--- config.mk ---
export PLATFORM = sky130hd
export DESIGN_NAME = compound_break_comparator
export DESIGN_NICKNAME = d
export VERILOG_FILES = /design/src/verilog/brk_pkg.sv /design/src/verilog/reg_if.sv /design/src/verilog/ahb_slave.sv /design/src/verilog/match_unit.sv /design/src/verilog/compound_break_comparator.sv
export SDC_FILE = /design/constraint.sdc
export NUM_CORES = 1
export LEC_CHECK = 0
export ABC_AREA = 1
export BUFFER_PORTS_ARGS = -buffer_cell sky130_fd_sc_hd__clkbuf_2
export CAP_MARGIN = 0
export CORE_UTILIZATION = 56
export DETAILED_ROUTE_END_ITERATION = 12
export HOLD_SLACK_MARGIN = 0.05
export PLACE_DENSITY = 0.84
export SYNTH_ARGS = -nofsm -noshare
export SYNTH_HDL_FRONTEND = slang
export SYNTH_SLANG_ARGS = --single-unit
--- constraint.sdc ---
create_clock -name hclk -period 2.6 [get_ports hclk]
set_input_delay 0.65 -clock hclk [delete_from_list [all_inputs] [get_ports hclk]]
set_output_delay 0.65 -clock hclk [all_outputs]
set_load 0.01 [all_outputs]
--- src/verilog/brk_pkg.sv ---
// Purpose: constants, field layout and helpers of the compound break comparator
// Assumes: 32-bit AHB-Lite register words, one word per register
// Notes: byte offsets below are the register addresses
//
// What this block does
// - break only when program counter, RAM access and registers all match together
// - arming the compound condition disarms independent address, data and register breaks
// - arming any independent break afterwards disarms the compound condition
// - the clear command disarms the compound condition until it is armed again
// - exactly one compound condition exists; programming it again replaces it
// - every register or flag term has a mask; a masked term always matches
// - compare RAM address, data, direction, A, B, X, Y and four flags at the PC
package brk_pkg;
	localparam int PC_W = 12;
	localparam int XY_W = 12;
	localparam int DEF_SEL = 1;
	// register byte offsets
	localparam logic [7:0] CMD_OFS = 8'h00;
	localparam logic [7:0] PC_OFS = 8'h04;
	localparam logic [7:0] MEM_OFS = 8'h08;
	localparam logic [7:0] AB_OFS = 8'h0c;
	localparam logic [7:0] XY_OFS = 8'h10;
	localparam logic [7:0] STAT_OFS = 8'h14;
	localparam logic [7:0] IRQ_STAT_OFS = 8'h18;
	localparam logic [7:0] IRQ_MASK_OFS = 8'h1c;
	// command register bits (write-only pulses)
	localparam int CMD_SET = 0;
	localparam int CMD_CLR = 1;
	localparam int CMD_ADDR_SET = 2;
	localparam int CMD_DATA_SET = 3;
	localparam int CMD_REG_SET = 4;
	localparam int CMD_RESUME = 5;
	localparam int CMD_INDEP_CLR = 6;
	// memory access condition word
	localparam int MEM_ADDR_LSB = 0;
	localparam int MEM_DATA_LSB = 12;
	localparam int MEM_WR_BIT = 16;
	localparam int MEM_ADDR_MSK = 17;
	localparam int MEM_DATA_MSK = 18;
	localparam int MEM_WR_MSK = 19;
	// register and flag condition word
	localparam int A_LSB = 0;
	localparam int B_LSB = 4;
	localparam int INTF_BIT = 8;
	localparam int DECF_BIT = 9;
	localparam int ZEROF_BIT = 10;
	localparam int CARRYF_BIT = 11;
	localparam int A_MSK = 16;
	localparam int B_MSK = 17;
	localparam int INTF_MSK = 18;
	localparam int DECF_MSK = 19;
	localparam int ZEROF_MSK = 20;
	localparam int CARRYF_MSK = 21;
	// index register condition word
	localparam int X_LSB = 0;
	localparam int Y_LSB = 12;
	localparam int X_MSK = 24;
	localparam int Y_MSK = 25;
	// status bits
	localparam int ST_ARMED = 0;
	localparam int ST_INDEP_LSB = 1;
	localparam int ST_HALT = 4;
	// implemented bits and reset values (every term except the PC masked at reset)
	localparam logic [31:0] PC_USED = 32'h0000_0fff;
	localparam logic [31:0] MEM_USED = 32'h000f_ffff;
	localparam logic [31:0] AB_USED = 32'h003f_0fff;
	localparam logic [31:0] XY_USED = 32'h03ff_ffff;
	localparam logic [31:0] PC_RST = 32'h0000_0000;
	localparam logic [31:0] MEM_RST = 32'h000e_0000;
	localparam logic [31:0] AB_RST = 32'h003f_0000;
	localparam logic [31:0] XY_RST = 32'h0300_0000;
	localparam logic [31:0] IRQ_MASK_RST = 32'h0000_0000;

	typedef enum logic [1:0] {
		BUS_IDLE = 2'b00,
		BUS_WR = 2'b01,
		BUS_RD = 2'b10
	} bus_state_t;

	// masked equality: a masked term always matches
	function automatic logic meq(input logic [11:0] v, input logic [11:0] c, input logic m);
		meq = m | (v == c);
	endfunction
endpackage

--- src/verilog/reg_if.sv ---
// Purpose: register access path between bus slave and comparator core
// Assumes: single clock, write strobe valid for one cycle
// Notes: rdata is combinational from the core
`timescale 1ns/10ps
`default_nettype none
interface reg_if;
	logic wr;
	logic [7:0] addr;
	logic [31:0] wdata;
	logic [31:0] rdata;
	modport bus (output wr, output addr, output wdata, input rdata);
	modport core (input wr, input addr, input wdata, output rdata);
endinterface
`default_nettype wire

--- src/verilog/ahb_slave.sv ---
// Purpose: AHB-Lite slave front end for the register file
// Assumes: single word transfers, response always OKAY
// Notes: writes have no wait state, reads have one
`timescale 1ns/10ps
`default_nettype none
module ahb_slave (
	// clock and reset
	input wire logic hclk,
	input wire logic hresetn,
	// AHB-Lite
	input wire logic hsel,
	input wire logic [31:0] haddr,
	input wire logic [1:0] htrans,
	input wire logic hwrite,
	input wire logic [31:0] hwdata,
	input wire logic hready,
	output logic hreadyout,
	output logic hresp,
	output logic [31:0] hrdata,
	// register side
	reg_if.bus rb
);
	brk_pkg::bus_state_t state_ff;
	logic [7:0] addr_ff;
	logic hreadyout_ff;
	logic [31:0] hrdata_ff;
	logic take;

	assign take = hready & hsel & htrans[1];

	always_ff @(posedge hclk or negedge hresetn) begin
		if (!hresetn) begin
			state_ff <= brk_pkg::BUS_IDLE;
			addr_ff <= 8'h00;
		end else if (take) begin
			state_ff <= hwrite ? brk_pkg::BUS_WR : brk_pkg::BUS_RD;
			addr_ff <= haddr[7:0];
		end else begin
			state_ff <= brk_pkg::BUS_IDLE;
		end
	end

	// a read holds hready low one cycle while the read data is registered into hrdata
	always_ff @(posedge hclk or negedge hresetn) begin
		if (!hresetn) begin
			hreadyout_ff <= 1'b1;
		end else begin
			hreadyout_ff <= !(take && !hwrite);
		end
	end

	always_ff @(posedge hclk or negedge hresetn) begin
		if (!hresetn) begin
			hrdata_ff <= 32'h0000_0000;
		end else if (state_ff == brk_pkg::BUS_RD) begin
			hrdata_ff <= rb.rdata;
		end
	end

	assign rb.wr = (state_ff == brk_pkg::BUS_WR);
	assign rb.addr = addr_ff;
	assign rb.wdata = hwdata;
	assign hreadyout = hreadyout_ff;
	assign hrdata = hrdata_ff;
	assign hresp = 1'b0;

	read_wait_a: assert property (@(posedge hclk) disable iff (!hresetn)
		take && !hwrite |=> !hreadyout ##1 hreadyout)
		else $error("read did not take exactly one wait state");
endmodule
`default_nettype wire

--- src/verilog/match_unit.sv ---
// Purpose: combinational compare of the target state against the compound condition
// Assumes: target signals are on hclk
// Notes: memory terms need a RAM access unless all of them are masked
`timescale 1ns/10ps
`default_nettype none
module match_unit (
	// clock and reset, for checks only
	input wire logic hclk,
	input wire logic hresetn,
	// programmed condition
	input wire logic [31:0] pc_cond,
	input wire logic [31:0] mem_cond,
	input wire logic [31:0] ab_cond,
	input wire logic [31:0] xy_cond,
	// target state
	input wire logic exec_valid,
	input wire logic [11:0] pc,
	input wire logic ram_valid,
	input wire logic [11:0] ram_addr,
	input wire logic [3:0] ram_data,
	input wire logic ram_write,
	input wire logic [3:0] reg_a,
	input wire logic [3:0] reg_b,
	input wire logic [11:0] reg_x,
	input wire logic [11:0] reg_y,
	input wire logic interrupt_flag,
	input wire logic decimal_flag,
	input wire logic zero_flag,
	input wire logic carry_flag,
	// result
	output logic hit
);
	logic pc_ok;
	logic mem_ok;
	logic mem_all_masked;
	logic reg_ok;

	assign pc_ok = exec_valid && (pc == pc_cond[11:0]);
	assign mem_all_masked = mem_cond[brk_pkg::MEM_ADDR_MSK] & mem_cond[brk_pkg::MEM_DATA_MSK]
		& mem_cond[brk_pkg::MEM_WR_MSK];
	assign mem_ok = mem_all_masked | (ram_valid
		& brk_pkg::meq(ram_addr, mem_cond[11:0], mem_cond[brk_pkg::MEM_ADDR_MSK])
		& brk_pkg::meq({8'h00, ram_data}, {8'h00, mem_cond[15:12]},
			mem_cond[brk_pkg::MEM_DATA_MSK])
		& brk_pkg::meq({11'h000, ram_write}, {11'h000, mem_cond[brk_pkg::MEM_WR_BIT]},
			mem_cond[brk_pkg::MEM_WR_MSK]));
	assign reg_ok = brk_pkg::meq({8'h00, reg_a}, {8'h00, ab_cond[3:0]}, ab_cond[brk_pkg::A_MSK])
		& brk_pkg::meq({8'h00, reg_b}, {8'h00, ab_cond[7:4]}, ab_cond[brk_pkg::B_MSK])
		& brk_pkg::meq({11'h000, interrupt_flag}, {11'h000, ab_cond[brk_pkg::INTF_BIT]},
			ab_cond[brk_pkg::INTF_MSK])
		& brk_pkg::meq({11'h000, decimal_flag}, {11'h000, ab_cond[brk_pkg::DECF_BIT]},
			ab_cond[brk_pkg::DECF_MSK])
		& brk_pkg::meq({11'h000, zero_flag}, {11'h000, ab_cond[brk_pkg::ZEROF_BIT]},
			ab_cond[brk_pkg::ZEROF_MSK])
		& brk_pkg::meq({11'h000, carry_flag}, {11'h000, ab_cond[brk_pkg::CARRYF_BIT]},
			ab_cond[brk_pkg::CARRYF_MSK])
		& brk_pkg::meq(reg_x, xy_cond[11:0], xy_cond[brk_pkg::X_MSK])
		& brk_pkg::meq(reg_y, xy_cond[23:12], xy_cond[brk_pkg::Y_MSK]);
	assign hit = pc_ok & mem_ok & reg_ok;

	single_point_a: assert property (@(posedge hclk) disable iff (!hresetn)
		hit |-> exec_valid && pc == pc_cond[11:0])
		else $error("hit away from the programmed address");
	unmasked_terms_a: assert property (@(posedge hclk) disable iff (!hresetn)
		hit |-> (ab_cond[brk_pkg::A_MSK] || reg_a == ab_cond[3:0])
			&& (xy_cond[brk_pkg::Y_MSK] || reg_y == xy_cond[23:12])
			&& (ab_cond[brk_pkg::CARRYF_MSK] || carry_flag == ab_cond[brk_pkg::CARRYF_BIT]))
		else $error("hit with an unmasked term differing");
	masked_terms_a: assert property (@(posedge hclk) disable iff (!hresetn)
		pc_ok && mem_all_masked && (&ab_cond[21:16]) && (&xy_cond[25:24]) |-> hit)
		else $error("fully masked condition did not hit");
endmodule
`default_nettype wire

--- src/verilog/compound_break_comparator.sv ---
// Purpose: compound break condition of an in-circuit emulator with AHB-Lite registers
// Assumes: target core signals arrive on hclk; independent break units sit outside
// Notes: a break halts the target until software writes the resume command
//
// Design decisions made here: the AHB-Lite slave port and the register offsets.
`timescale 1ns/10ps
`default_nettype none
module compound_break_comparator (
	// clock and reset
	input wire logic hclk,
	input wire logic hresetn,
	// AHB-Lite slave
	input wire logic hsel,
	input wire logic [31:0] haddr,
	input wire logic [1:0] htrans,
	input wire logic hwrite,
	input wire logic [2:0] hsize,
	input wire logic [31:0] hwdata,
	input wire logic hready,
	output logic hreadyout,
	output logic hresp,
	output logic [31:0] hrdata,
	// target execution state
	input wire logic exec_valid,
	input wire logic [11:0] pc,
	input wire logic ram_valid,
	input wire logic [11:0] ram_addr,
	input wire logic [3:0] ram_data,
	input wire logic ram_write,
	input wire logic [3:0] reg_a,
	input wire logic [3:0] reg_b,
	input wire logic [11:0] reg_x,
	input wire logic [11:0] reg_y,
	input wire logic interrupt_flag,
	input wire logic decimal_flag,
	input wire logic zero_flag,
	input wire logic carry_flag,
	// break control
	output logic cpu_halt,
	output logic break_event,
	output logic addr_break_armed,
	output logic data_access_break_armed,
	output logic register_break_armed,
	output logic irq
);
	reg_if rb ();

	logic [31:0] pc_ff;
	logic [31:0] mem_ff;
	logic [31:0] ab_ff;
	logic [31:0] xy_ff;
	logic armed_ff;
	logic [2:0] indep_ff;
	logic halt_ff;
	logic event_ff;
	logic stat_ff;
	logic mask_ff;
	logic irq_ff;
	logic nxt_stat;
	logic hit;
	logic fire;
	logic cmd_wr;
	logic [31:0] cmd;
	logic compound_break_set;
	logic compound_break_clear;
	logic [2:0] indep_set;
	logic [31:0] rdata;

	ahb_slave u_slave (
		.hclk(hclk),
		.hresetn(hresetn),
		.hsel(hsel),
		.haddr(haddr),
		.htrans(htrans),
		.hwrite(hwrite),
		.hwdata(hwdata),
		.hready(hready),
		.hreadyout(hreadyout),
		.hresp(hresp),
		.hrdata(hrdata),
		.rb(rb.bus)
	);

	match_unit u_match (
		.hclk(hclk),
		.hresetn(hresetn),
		.pc_cond(pc_ff),
		.mem_cond(mem_ff),
		.ab_cond(ab_ff),
		.xy_cond(xy_ff),
		.exec_valid(exec_valid),
		.pc(pc),
		.ram_valid(ram_valid),
		.ram_addr(ram_addr),
		.ram_data(ram_data),
		.ram_write(ram_write),
		.reg_a(reg_a),
		.reg_b(reg_b),
		.reg_x(reg_x),
		.reg_y(reg_y),
		.interrupt_flag(interrupt_flag),
		.decimal_flag(decimal_flag),
		.zero_flag(zero_flag),
		.carry_flag(carry_flag),
		.hit(hit)
	);

	// command decode
	assign cmd_wr = rb.wr && (rb.addr == brk_pkg::CMD_OFS);
	assign cmd = rb.wdata;
	assign compound_break_set = cmd_wr && cmd[brk_pkg::CMD_SET];
	assign compound_break_clear = cmd_wr && cmd[brk_pkg::CMD_CLR];
	assign indep_set = cmd_wr ? {cmd[brk_pkg::CMD_REG_SET], cmd[brk_pkg::CMD_DATA_SET],
		cmd[brk_pkg::CMD_ADDR_SET]} : 3'b000;

	// condition words; a new write simply overwrites the single condition
	always_ff @(posedge hclk or negedge hresetn) begin
		if (!hresetn) begin
			pc_ff <= brk_pkg::PC_RST;
			mem_ff <= brk_pkg::MEM_RST;
			ab_ff <= brk_pkg::AB_RST;
			xy_ff <= brk_pkg::XY_RST;
		end else if (rb.wr) begin
			if (rb.addr == brk_pkg::PC_OFS) begin
				pc_ff <= rb.wdata & brk_pkg::PC_USED;
			end else if (rb.addr == brk_pkg::MEM_OFS) begin
				mem_ff <= rb.wdata & brk_pkg::MEM_USED;
			end else if (rb.addr == brk_pkg::AB_OFS) begin
				ab_ff <= rb.wdata & brk_pkg::AB_USED;
			end else if (rb.addr == brk_pkg::XY_OFS) begin
				xy_ff <= rb.wdata & brk_pkg::XY_USED;
			end
		end
	end

	// compound arm state; set takes priority over clear and independent sets
	always_ff @(posedge hclk or negedge hresetn) begin
		if (!hresetn) begin
			armed_ff <= 1'b0;
		end else if (compound_break_set) begin
			armed_ff <= 1'b1;
		end else if (compound_break_clear) begin
			armed_ff <= 1'b0;
		end else if (|indep_set) begin
			armed_ff <= 1'b0;
		end
	end

	// independent break arms, handed to the outside break units
	always_ff @(posedge hclk or negedge hresetn) begin
		if (!hresetn) begin
			indep_ff <= 3'b000;
		end else if (compound_break_set) begin
			indep_ff <= 3'b000;
		end else if (cmd_wr) begin
			indep_ff <= (indep_ff & ~{3{cmd[brk_pkg::CMD_INDEP_CLR]}}) | indep_set;
		end
	end

	// halt and break event
	assign fire = armed_ff && hit && !halt_ff;
	always_ff @(posedge hclk or negedge hresetn) begin
		if (!hresetn) begin
			halt_ff <= 1'b0;
			event_ff <= 1'b0;
		end else begin
			event_ff <= fire;
			if (fire) begin
				halt_ff <= 1'b1;
			end else if (cmd_wr && cmd[brk_pkg::CMD_RESUME]) begin
				halt_ff <= 1'b0;
			end
		end
	end

	// interrupt status, write one to clear; a new event wins over the clear
	assign nxt_stat = fire | (stat_ff & !(rb.wr && rb.addr == brk_pkg::IRQ_STAT_OFS
		&& rb.wdata[0]));
	always_ff @(posedge hclk or negedge hresetn) begin
		if (!hresetn) begin
			stat_ff <= 1'b0;
			irq_ff <= 1'b0;
		end else begin
			stat_ff <= nxt_stat;
			irq_ff <= nxt_stat & mask_ff;
		end
	end

	always_ff @(posedge hclk or negedge hresetn) begin
		if (!hresetn) begin
			mask_ff <= brk_pkg::IRQ_MASK_RST[0];
		end else if (rb.wr && rb.addr == brk_pkg::IRQ_MASK_OFS) begin
			mask_ff <= rb.wdata[0];
		end
	end

	// read back; unmapped and reserved bits read zero
	always_comb begin
		rdata = 32'h0000_0000;
		if (rb.addr == brk_pkg::PC_OFS) begin
			rdata = pc_ff;
		end else if (rb.addr == brk_pkg::MEM_OFS) begin
			rdata = mem_ff;
		end else if (rb.addr == brk_pkg::AB_OFS) begin
			rdata = ab_ff;
		end else if (rb.addr == brk_pkg::XY_OFS) begin
			rdata = xy_ff;
		end else if (rb.addr == brk_pkg::STAT_OFS) begin
			rdata[brk_pkg::ST_ARMED] = armed_ff;
			rdata[brk_pkg::ST_INDEP_LSB +: 3] = indep_ff;
			rdata[brk_pkg::ST_HALT] = halt_ff;
		end else if (rb.addr == brk_pkg::IRQ_STAT_OFS) begin
			rdata[0] = stat_ff;
		end else if (rb.addr == brk_pkg::IRQ_MASK_OFS) begin
			rdata[0] = mask_ff;
		end
	end
	assign rb.rdata = rdata;

	assign cpu_halt = halt_ff;
	assign break_event = event_ff;
	assign addr_break_armed = indep_ff[0];
	assign data_access_break_armed = indep_ff[1];
	assign register_break_armed = indep_ff[2];
	assign irq = irq_ff;

	fire_halt_a: assert property (@(posedge hclk) disable iff (!hresetn)
		armed_ff && hit && !halt_ff |=> cpu_halt && break_event ##1 !break_event)
		else $error("match did not halt with a one-cycle event");
	indep_drop_a: assert property (@(posedge hclk) disable iff (!hresetn)
		compound_break_set |=> armed_ff && indep_ff == 3'b000)
		else $error("independent breaks survived compound arm");
	compound_drop_a: assert property (@(posedge hclk) disable iff (!hresetn)
		armed_ff && !compound_break_set && (|indep_set) |=> !armed_ff)
		else $error("compound condition stayed armed");
	clear_disarm_a: assert property (@(posedge hclk) disable iff (!hresetn)
		compound_break_clear && !compound_break_set |=> !armed_ff)
		else $error("clear did not disarm");
	disarmed_quiet_a: assert property (@(posedge hclk) disable iff (!hresetn)
		!armed_ff |=> !break_event)
		else $error("break while disarmed");
	irq_follow_a: assert property (@(posedge hclk) disable iff (!hresetn)
		break_event && mask_ff && $stable(mask_ff) |-> irq)
		else $error("unmasked break event raised no interrupt");
endmodule
`default_nettype wire

==> flow_summary_export.csv, run 1 <==
group,metric,value,unit
outcome,status,"complete, no violations",
finish,drive_gt1_frac,0.240,
detailed_routing,vias,5622,
cts,path_clk_slew,0.06,ns
setup_path,slowest_stage,"nand3_4",
die,die_area,0.0115,sq mm
finish,fin_util,0.696,
logic_synthesis,synth.largest_area_cell,"dfrtp_1",
placement,placed_area,0.00699,sq mm
placement,place_inst,1028,
setup_path,path_class,"flip-flop to flip-flop",
logic_synthesis,ys_top_cells_by_area,"dfrtp_1 44%, nand2_1 15%, xnor2_1 5.6%",
logic_synthesis,synth_top_area_frac,0.443,
hold_path,hold_class,"input port to asynchronous set/reset pin",
global_routing,grt_overflow,0,
sta,fin_ws,0.645,ns
detailed_routing,wl,16100,microns
logic_synthesis,post_synth_num_cell_types,37,
logic_synthesis,syn_area,0.00621,sq mm
placement,gp_routability_congestion,0.827,
sta,finalMaxSlewViolations,0,
cts,clk_latency,0.52,ns
setup_path,crit_path_max_incr_delay,0.49,ns
sta,fmax,511,MHz
logic_synthesis,syn_avg_cell_area,8.11,sq um
finish,diodes,0,
setup_path,path_cells,"inv_2 > nand4_1 > nor2_4 > nand3_4 > nand2_1 > o21ai_1",
sta,rsz0062_at_grt,"no",
setup_path,startpoint,"u_slave.rb.addr[7]",
setup_path,r2r-start,"u_slave.rb.addr[7]",
logic_synthesis,synth_edf_count,0,
power_and_ir_drop,power,4.56,mW
sta,finalCriticalPeriod,1.96,ns
cts,clockBufferDepth,2,
cts,cts_tree,"yes",
cts,root_buffer,"clkbuf_8",
sta,hold_violations,0,
global_routing,grt_pass1_wl,26300,microns
finish,instances_no_fill,1059,
sta,setup_viol_count_final,0,
finish,layout_common_cells,"242 x nand2_1, 138 x clkbuf_2, 110 x dfrtp_1",
detailed_routing,ant_nets,0,
setup_path,worstPathRequired,2.98,ns
die,io_pins,181,
detailed_routing,wl_per_cell,15.2,microns
sta,maxSlewHeadroom,0.505,
detailed_routing,top_layer,"met4",
sta,post-route-period-util,0.752,
setup_path,r2r-end,"xy_ff[8]",
detailed_routing,dr_wl_met2,7870,microns
power_and_ir_drop,p_leak,4.12,nW
cts,post_cts_buffers,0,
power_and_ir_drop,p_per_area,605,mW/mm^2
placement,place_ws,0.685,ns
global_routing,track_usage,0.303,
sta,finalClockSkew,0.00840,ns
job,maxCapViolCount,0,
setup_path,critPathLaunchType,"flip-flop",
cts,cts_sinks,122,
setup_path,endpoint,"xy_ff[8]",
cts,cts-resized-gates,0,
logic_synthesis,yosys_warnings,0,
finish,final_nets,1048,
cts,cts_hold_buf,0,
setup_path,worstPathArrival,2.34,ns
detailed_routing,drtPass1Iterations,5,
setup_path,critPathMaxFanout,52,
logic_synthesis,ys.flop_type,"dfrtp_1",
finish,layout_commonest_cell,"nand2_1",
finish,area_delta_synth_final,21.4,%
finish,fin_area,0.00754,sq mm
detailed_routing,wl_met1,6650,microns
global_routing,antenna_found_initial,0,
die,initial_core_util,0.573,
logic_synthesis,yosysSeqAreaShare,0.494,
setup_path,reg2reg_depth,6,
sta,worst_hold_slack,0.139,ns
cts,numCtsBuffers,17,
global_routing,grt_max_degree,53,
logic_synthesis,syn_inst,766,
sta,tightest_slew,0.742,ns
logic_synthesis,synth_seq_cells,122,
detailed_routing,drtIter0Drc,319,
detailed_routing,avgViaCountPerCell,5.31,
placement,hpwl,11100,microns
sta,setup_tns,0,ns
die,die_w,107,microns
logic_synthesis,synth-async-reset-ratio,1.00,
die,row_count,38,
cts,htree_num_levels,4,
die,die_height,107,microns
global_routing,grt_pass1_vias,5500,
die,core_area,0.0108,sq mm
setup_path,rrSetupSlack,0.64,ns
setup_path,end_kind,"flip-flop",
detailed_routing,drc_errors,0,
power_and_ir_drop,vdd_ir_drop_max,0.380,mV
placement,portBuffers,139,
detailed_routing,met3WireLength,1210,microns
-- how the worst min path moves through the flow --
stage                                  from                 to  slack [ns]  cells after the start
final                               hresetn           pc_ff[4]        0.14                      1
after global routing                hresetn           ab_ff[4]        0.18                      1
after CTS                           hresetn           ab_ff[3]        0.17                      1
after detailed placement          ab_ff[19]          ab_ff[19]        0.47                      2
after global placement    u_slave.hrdata[0]  u_slave.hrdata[0]        0.46                      2
after floorplan                     hresetn           ab_ff[0]        0.35                      0
-- synth_stat cells, types with 5 or more instances --
master,number
nand2_1,242
dfrtp_1,110
inv_1,78
o21ai_1,64
nor2_1,49
xnor2_1,40
o21ai_0,29
a21oi_1,24
nand3_1,20
buf_4,14
dfstp_2,12
clkbuf_1,9
xor2_1,9
inv_2,8
a32oi_1,6
nor2_4,6
buf_2,5
nand2_2,5
-- cell families (layout without fill, tap and decap cells) --
family,Yosys count,count (layout),synth area share
DFF,122,122,0.494
muxes,2,2,0.00362
and+or+nand+nor,336,336,0.227
other,1,7,0.000603
AOI/OAI and AO/OA,138,138,0.121
xor gates and xnor gates,49,49,0.0691
buffers and inverters,118,265,0.0850
-- area by class of cell --
type                    count  area (sq um)
clock buffers              18           428
well taps                 140           175
multi-input cells         532          2640
repair buffers            148           778
fillers                   902          3300
clock inverters            13           129
inverters                  86           323
flip-flops and latches    122          3070
-- critical path: cells and delay by family (launching register included) --
kind | cells | cell delay, ns
buf+inv | 1 | 0.09
compound gates | 1 | 0.09
flops | 1 | 0.37
simple gates | 4 | 1.24
-- metal layers --
metal,track usage,vias to the layer above
met2,0.510,247
met3,0.0654,29
met4,0.122,0
met5,0,-
li1,-,2697
met1,0.380,2649
-- power by group --
part	switching [mW]	total, mW	internal, mW
logic	0.224	0.372	0.148
clock network	0.844	2.21	1.37
registers	0.0297	1.98	1.95
-- sequential cells by signal, summed over array words and instances, names as in the netlist --
name               flops
u_slave.state_ff       2
mem_ff                20
u_slave.hrdata        26
break_event            1
u_slave.hreadyout      1
mask_ff                1
ab_ff                 18
cpu_halt               1
stat_ff                1
xy_ff                 26
irq                    1
pc_ff                 12
indep_ff               3
u_slave.rb.addr        8
armed_ff               1
Power figures use the tool's default switching activity.
==> run 2: changes to the inputs <==
Settings changed: ABC_AREA 1 to 0, CORE_UTILIZATION 56 to 52, PLACE_DENSITY 0.84 to 0.79.
Clock period 2.6 ns to 1.9 ns, I/O delays scaled along.
==> run 2 against run 1 <==
  * Register-to-register slack worse by 1.0 ns
  * Sequential share of layout area down 3.6 points
  * Synthesized cell count down 33%
  * The flow now finishes with violations (setup timing)
  * Sequential power up 47%
  * Clock skew about the same
  * Via count down 7.0%
  * Critical path type unchanged
  * Total power up 56%
  * Global-route usage up 0.97 points
  * Hold slack better by 0.14 ns
  * Highest routed layer unchanged
==> flow_summary_export.csv, run 2 <==
group,metric,value,unit
setup_path,end_kind,"flip-flop",
sta,hold_violations,0,
power_and_ir_drop,power,7.10,mW
finish,area_delta_synth_final,35.7,%
detailed_routing,drc_errors,0,
logic_synthesis,syn_area,0.00610,sq mm
setup_path,r2r-start,"u_slave.rb.addr[1]",
cts,cts_tree,"yes",
global_routing,grt_max_degree,48,
detailed_routing,ant_nets,0,
finish,layout_common_cells,"138 x clkbuf_2, 110 x dfrtp_1, 90 x mux2_2",
hold_path,hold_start,"hwrite",
setup_path,reg2reg_depth,6,
die,io_pins,181,
logic_synthesis,synth_seq_cells,122,
setup_path,worstPathRequired,2.20,ns
cts,clockBufferDepth,2,
die,core_area,0.0114,sq mm
detailed_routing,drtPass1Iterations,5,
logic_synthesis,synth.largest_area_cell,"dfrtp_1",
sta,rsz0062_at_grt,"yes",
hold_path,hold_class,"input port to flip-flop",
die,initial_core_util,0.534,
logic_synthesis,synth-async-reset-ratio,1.00,
setup_path,path_cells,"or4_4 > buf_4 > nor3b_4 > and2_4 > clkbuf_16 > mux2_2",
sta,fmax,439,MHz
sta,tightest_slew,0.514,ns
die,die_height,110,microns
cts,cts_sinks,122,
cts,htree_num_levels,4,
logic_synthesis,yosysSeqAreaShare,0.503,
logic_synthesis,ys_top_cells_by_area,"dfrtp_1 45%, mux2_2 17%, xor2_1 5.9%",
sta,fin_ws,-0.378,ns
placement,gp_routability_congestion,0.916,
setup_path,crit_family,"simple AND/OR/NAND/NOR gates",
cts,numCtsBuffers,17,
detailed_routing,avgViaCountPerCell,6.09,
sta,setup_viol_count_final,108,
detailed_routing,vias,5230,
global_routing,track_usage,0.313,
global_routing,antenna_found_initial,0,
sta,finalCriticalPeriod,2.28,ns
logic_synthesis,synth.most_common_cell,"dfrtp_1",
job,maxCapViolCount,0,
detailed_routing,wl_per_cell,22.7,microns
hold_path,whs_endpoint,"u_slave.hreadyout",
logic_synthesis,synth_edf_count,0,
placement,hpwl,13000,microns
logic_synthesis,synth_common_cells,"110 x dfrtp_1, 91 x mux2_2, 41 x xor2_1",
setup_path,r2r-end,"xy_ff[20]",
global_routing,grt_pass1_vias,5096,
setup_path,path_buf_inv,2,
sta,finalClockSkew,0.00835,ns
global_routing,grt_pass1_wl,27100,microns
finish,final_nets,844,
detailed_routing,wl,19500,microns
logic_synthesis,post_synth_num_cell_types,52,
placement,placed_area,0.00725,sq mm
finish,drive_gt1_frac,0.518,
logic_synthesis,synth_top_area_frac,0.451,
setup_path,slowest_stage,"or4_4",
logic_synthesis,yosys_warnings,0,
sta,post-route-period-util,1.20,
sta,setup_tns,-26.76,ns
setup_path,worstPathArrival,2.58,ns
power_and_ir_drop,p_per_area,858,mW/mm^2
finish,fin_area,0.00828,sq mm
logic_synthesis,ys.flop_type,"dfrtp_1",
logic_synthesis,syn_avg_cell_area,11.9,sq um
sta,finalMaxSlewViolations,0,
die,die_area,0.0122,sq mm
placement,portBuffers,139,
hold_path,whs_path_depth,3,
die,row_count,39,
cts,path_clk_slew,0.06,ns
logic_synthesis,syn_inst,514,
placement,place_ws,-0.345,ns
setup_path,rrSetupSlack,-0.38,ns
cts,clk_latency,0.42,ns
setup_path,path_class,"flip-flop to flip-flop",
outcome,failed_checks,"setup timing",
outcome,status,"complete, but fails checks",
power_and_ir_drop,vdd_ir_drop_max,0.434,mV
die,die_w,110,microns
global_routing,grt_overflow,0,
finish,diodes,0,
setup_path,critPathMaxFanout,7,
finish,layout_commonest_cell,"clkbuf_2",
detailed_routing,drtIter0Drc,510,
power_and_ir_drop,p_leak,3.84,nW
finish,fin_util,0.725,
setup_path,critPathLaunchType,"flip-flop",
setup_path,crit_path_max_incr_delay,0.57,ns
sta,maxSlewHeadroom,0.657,
cts,root_buffer,"clkbuf_16",
-- run 2: per-stage QoR --
step	hold WS, ns	instances
after floorplan	0.179	520
after global placement	0.438	817
after detailed placement	0.449	817
after CTS	0.276	852
after global routing	0.291	859
final	0.280	859
-- run 2: worst register-to-register path, delay by kind of cell, from the launching register on --
| kind | cells | cell delay (ns) |
|---|---|---|
| buf+inv | 2 | 0.37 |
| flops | 1 | 0.38 |
| mux | 1 | 0.33 |
| simple gates | 3 | 1.08 |
-- run 2: cell type report --
class	instances	area (sq um)
clock inverters	8	92.6
fillers	746	3140
flip-flops and latches	122	3070
well taps	143	179
repair buffers	195	1320
multi-input cells	361	3120
inverters	6	22.5
clock buffers	24	482
-- run 2: kinds of logic after synthesis --
group / after synthesis / synth area share
mux: 101 / 0.184
buf+inv: 37 / 0.0318
flops: 122 / 0.503
other cells: 1 / 0.000615
xor+xnor: 65 / 0.0933
simple gates: 106 / 0.0945
compound gates: 82 / 0.0925
-- run 2: repair_timing --
| item | in CTS | in global routing |
|---|---|---|
| endpoints found under the setup margin | 111 | 111 |
| buffers inserted | 1 | 4 |
| hold buffers | 1 | 0 |
| endpoints found under the hold margin | 28 | 0 |
| pin swaps | 20 | 25 |
| cloned | 1 | 3 |
| resized for setup | 53 | 38 |
-- run 2: power breakdown --
part | switching [mW] | internal (mW) | total (mW)
registers | 0.152 | 2.75 | 2.91
clock network | 1.14 | 2.02 | 3.16
logic | 0.545 | 0.487 | 1.03
total | 1.84 | 5.26 | 7.10
-- run 2: worst max-delay path by stage --
stage / slack (ns) / end / startpoint / cells after the start
after global routing: -0.43 / xy_ff[14] / u_slave.rb.addr[1] / 6
after CTS: -0.33 / u_slave.hrdata[5] / u_slave.rb.addr[1] / 5
final: -0.38 / xy_ff[20] / u_slave.rb.addr[1] / 6
after global placement: -0.32 / pc_ff[1] / u_slave.rb.addr[1] / 5
after floorplan: -0.31 / pc_ff[10] / u_slave.rb.addr[1] / 8
after detailed placement: -0.35 / xy_ff[21] / u_slave.rb.addr[1] / 6
-- run 2: routing by layer --
layer  global-route usage  wire length (microns)
met5                    0                      0
met1                0.399                   7680
met4                0.161                    861
met2                0.496                   9330
met3               0.0747                   1650
==> run 3: changes to the inputs <==
Settings changed: CORE_UTILIZATION 52 to 56, HOLD_SLACK_MARGIN 0.05 to not set, PLACE_DENSITY 0.79 to 0.85.
Clock period 1.9 ns to 2.95 ns, I/O delays scaled along.
==> run 3 against run 2 <==
  * The flow now finishes without violations
  * Critical path depth fell by 1
  * Die area fell by 7.0%
  * Sequential power fell by 36%
  * Hold slack got worse by 0.066 ns
  * Utilization fell by 0.68 points
  * Via count fell by 5.0%
  * Register-to-register slack improved by 0.69 ns
  * Critical endpoint is now u_slave.hrdata[10]
  * Largest cell class is now flip-flops and latches
  * Highest routed layer unchanged
==> flow_summary_export.csv, run 3 (same netlist as run 2, synthesis figures left out) <==
group,metric,value,unit
power_and_ir_drop,vdd_ir_drop_max,0.367,mV
cts,cts-resized-gates,0,
die,die_height,106,microns
detailed_routing,vias,4967,
cts,clk_latency,0.53,ns
setup_path,rrSetupSlack,0.31,ns
global_routing,grt_pass1_wl,26700,microns
detailed_routing,avgViaCountPerCell,6.12,
setup_path,path_class,"flip-flop to flip-flop",
setup_path,worstPathArrival,3.07,ns
die,row_count,37,
sta,finalMaxSlewViolations,0,
detailed_routing,wl_per_cell,21.2,microns
setup_path,r2r-end,"u_slave.hrdata[10]",
finish,fin_area,0.00751,sq mm
die,die_area,0.0113,sq mm
setup_path,reg2reg_depth,5,
global_routing,grt_max_degree,56,
placement,gp_routability_congestion,0.890,
placement,placed_area,0.00694,sq mm
setup_path,end_kind,"flip-flop",
global_routing,antenna_found_initial,0,
finish,layout_common_cells,"138 x clkbuf_2, 110 x dfrtp_1, 91 x mux2_2",
global_routing,grt_pass1_vias,5015,
finish,layout_commonest_cell,"clkbuf_2",
power_and_ir_drop,p_leak,3.51,nW
cts,numCtsBuffers,17,
cts,cts_hold_buf,0,
cts,path_clk_slew,0.06,ns
job,maxCapViolCount,0,
detailed_routing,drc_errors,0,
cts,cts_sinks,122,
finish,drive_gt1_frac,0.436,
power_and_ir_drop,power,4.40,mW
sta,hold_violations,0,
cts,htree_num_levels,4,
power_and_ir_drop,p_per_area,585,mW/mm^2
cts,clockBufferDepth,2,
detailed_routing,met3WireLength,1550,microns
finish,multi_input_area,0.00287,sq mm
setup_path,worstPathRequired,3.38,ns
detailed_routing,top_layer,"met4",
finish,seqCellArea,0.00307,sq mm
setup_path,startpoint,"u_slave.rb.addr[1]",
cts,root_buffer,"clkbuf_8",
setup_path,critPathMaxFanout,8,
detailed_routing,dr_wl_met2,8100,microns
sta,maxSlewHeadroom,0.497,
setup_path,critPathLaunchType,"flip-flop",
placement,portBuffers,139,
sta,post-route-period-util,0.895,
sta,setup_viol_count_final,0,
global_routing,grt_overflow,0,
sta,setup_tns,0,ns
outcome,status,"complete, no violations",
cts,post_cts_buffers,0,
detailed_routing,wl,17200,microns
detailed_routing,drtPass1Iterations,5,
detailed_routing,drtIter0Drc,476,
finish,area_delta_synth_final,23.2,%
die,io_pins,181,
detailed_routing,ant_nets,0,
die,core_area,0.0105,sq mm
sta,rsz0062_at_grt,"no",
global_routing,track_usage,0.324,
hold_path,hold_class,"input port to asynchronous set/reset pin",
cts,cts_tree,"yes",
finish,final_nets,802,
sta,worst_hold_slack,0.213,ns
die,die_w,106,microns
sta,finalClockSkew,0.00667,ns
sta,finalCriticalPeriod,2.64,ns
setup_path,r2r-start,"u_slave.rb.addr[1]",
sta,fmax,379,MHz
die,initial_core_util,0.583,
finish,fillers,712,
sta,tightest_slew,0.748,ns
placement,hpwl,12200,microns
detailed_routing,wl_met1,6830,microns
==> run 3: cell types whose count changed in the layout (fill, tap and decap cells not counted), sizes merged <==
| cell | previous run | this run |
|---|---|---|
| clkinvlp | 1 | 4 |
| clkbuf | 164 | 158 |
| clkinv | 5 | 6 |
| diode | 0 | 1 |
| buf | 54 | 15 |
| dlygate4sd3 | 1 | 0 |
==> run 3: power breakdown <==
part           leakage, nW  total, mW  switching [mW]  internal [mW]
combinational         1.71      0.543           0.288          0.254
sequential            1.53       1.87          0.0978           1.77
clock                0.272       1.98           0.747           1.24
==> run 3: how the worst max path moves through the flow <==
stage	endpoint	slack, ns	depth (start not counted)
after floorplan	xy_ff[10]	0.70	7
after global placement	u_slave.hrdata[7]	0.42	5
after detailed placement	u_slave.hrdata[10]	0.38	5
after CTS	u_slave.hrdata[10]	0.36	5
after global routing	u_slave.hrdata[10]	0.23	5
final	u_slave.hrdata[10]	0.31	5
==> run 3: area by class of cell <==
| cell class | count | area share |
|---|---|---|
| Antenna cell | 1 | 0.000333 |
| Sequential cell | 122 | 0.408 |
| Clock buffer | 20 | 0.0593 |
| Timing Repair Buffer | 153 | 0.109 |
| Inverter | 6 | 0.00300 |
| Tap cell | 136 | 0.0226 |
| Clock inverter | 12 | 0.0165 |
| Multi-Input combinational cell | 361 | 0.381 |
==> run 3: critical path, cell delays in order (launching register included) <==
cell,delay (ns)
dfrtp_1,0.38
or4_1,0.69
or4b_1,0.76
nor2_4,0.31
a22oi_1,0.15
o31ai_1,0.25
==> run 3: metrics by stage <==
stage                      util  std cells  setup WS [ns]
after floorplan               -        520          0.704
after detailed placement  0.664        778          0.382
after global placement    0.664        778          0.424
final                     0.718        811          0.310
after global routing      0.718        810          0.227
after CTS                 0.718        810          0.360
==> run 3: routing by layer <==
metal  global-route usage  up-vias
met5                    0        -
met4                0.167        0
met3               0.0889       67
met2                0.503      312
met1                0.416     2443
li1                     -     2145
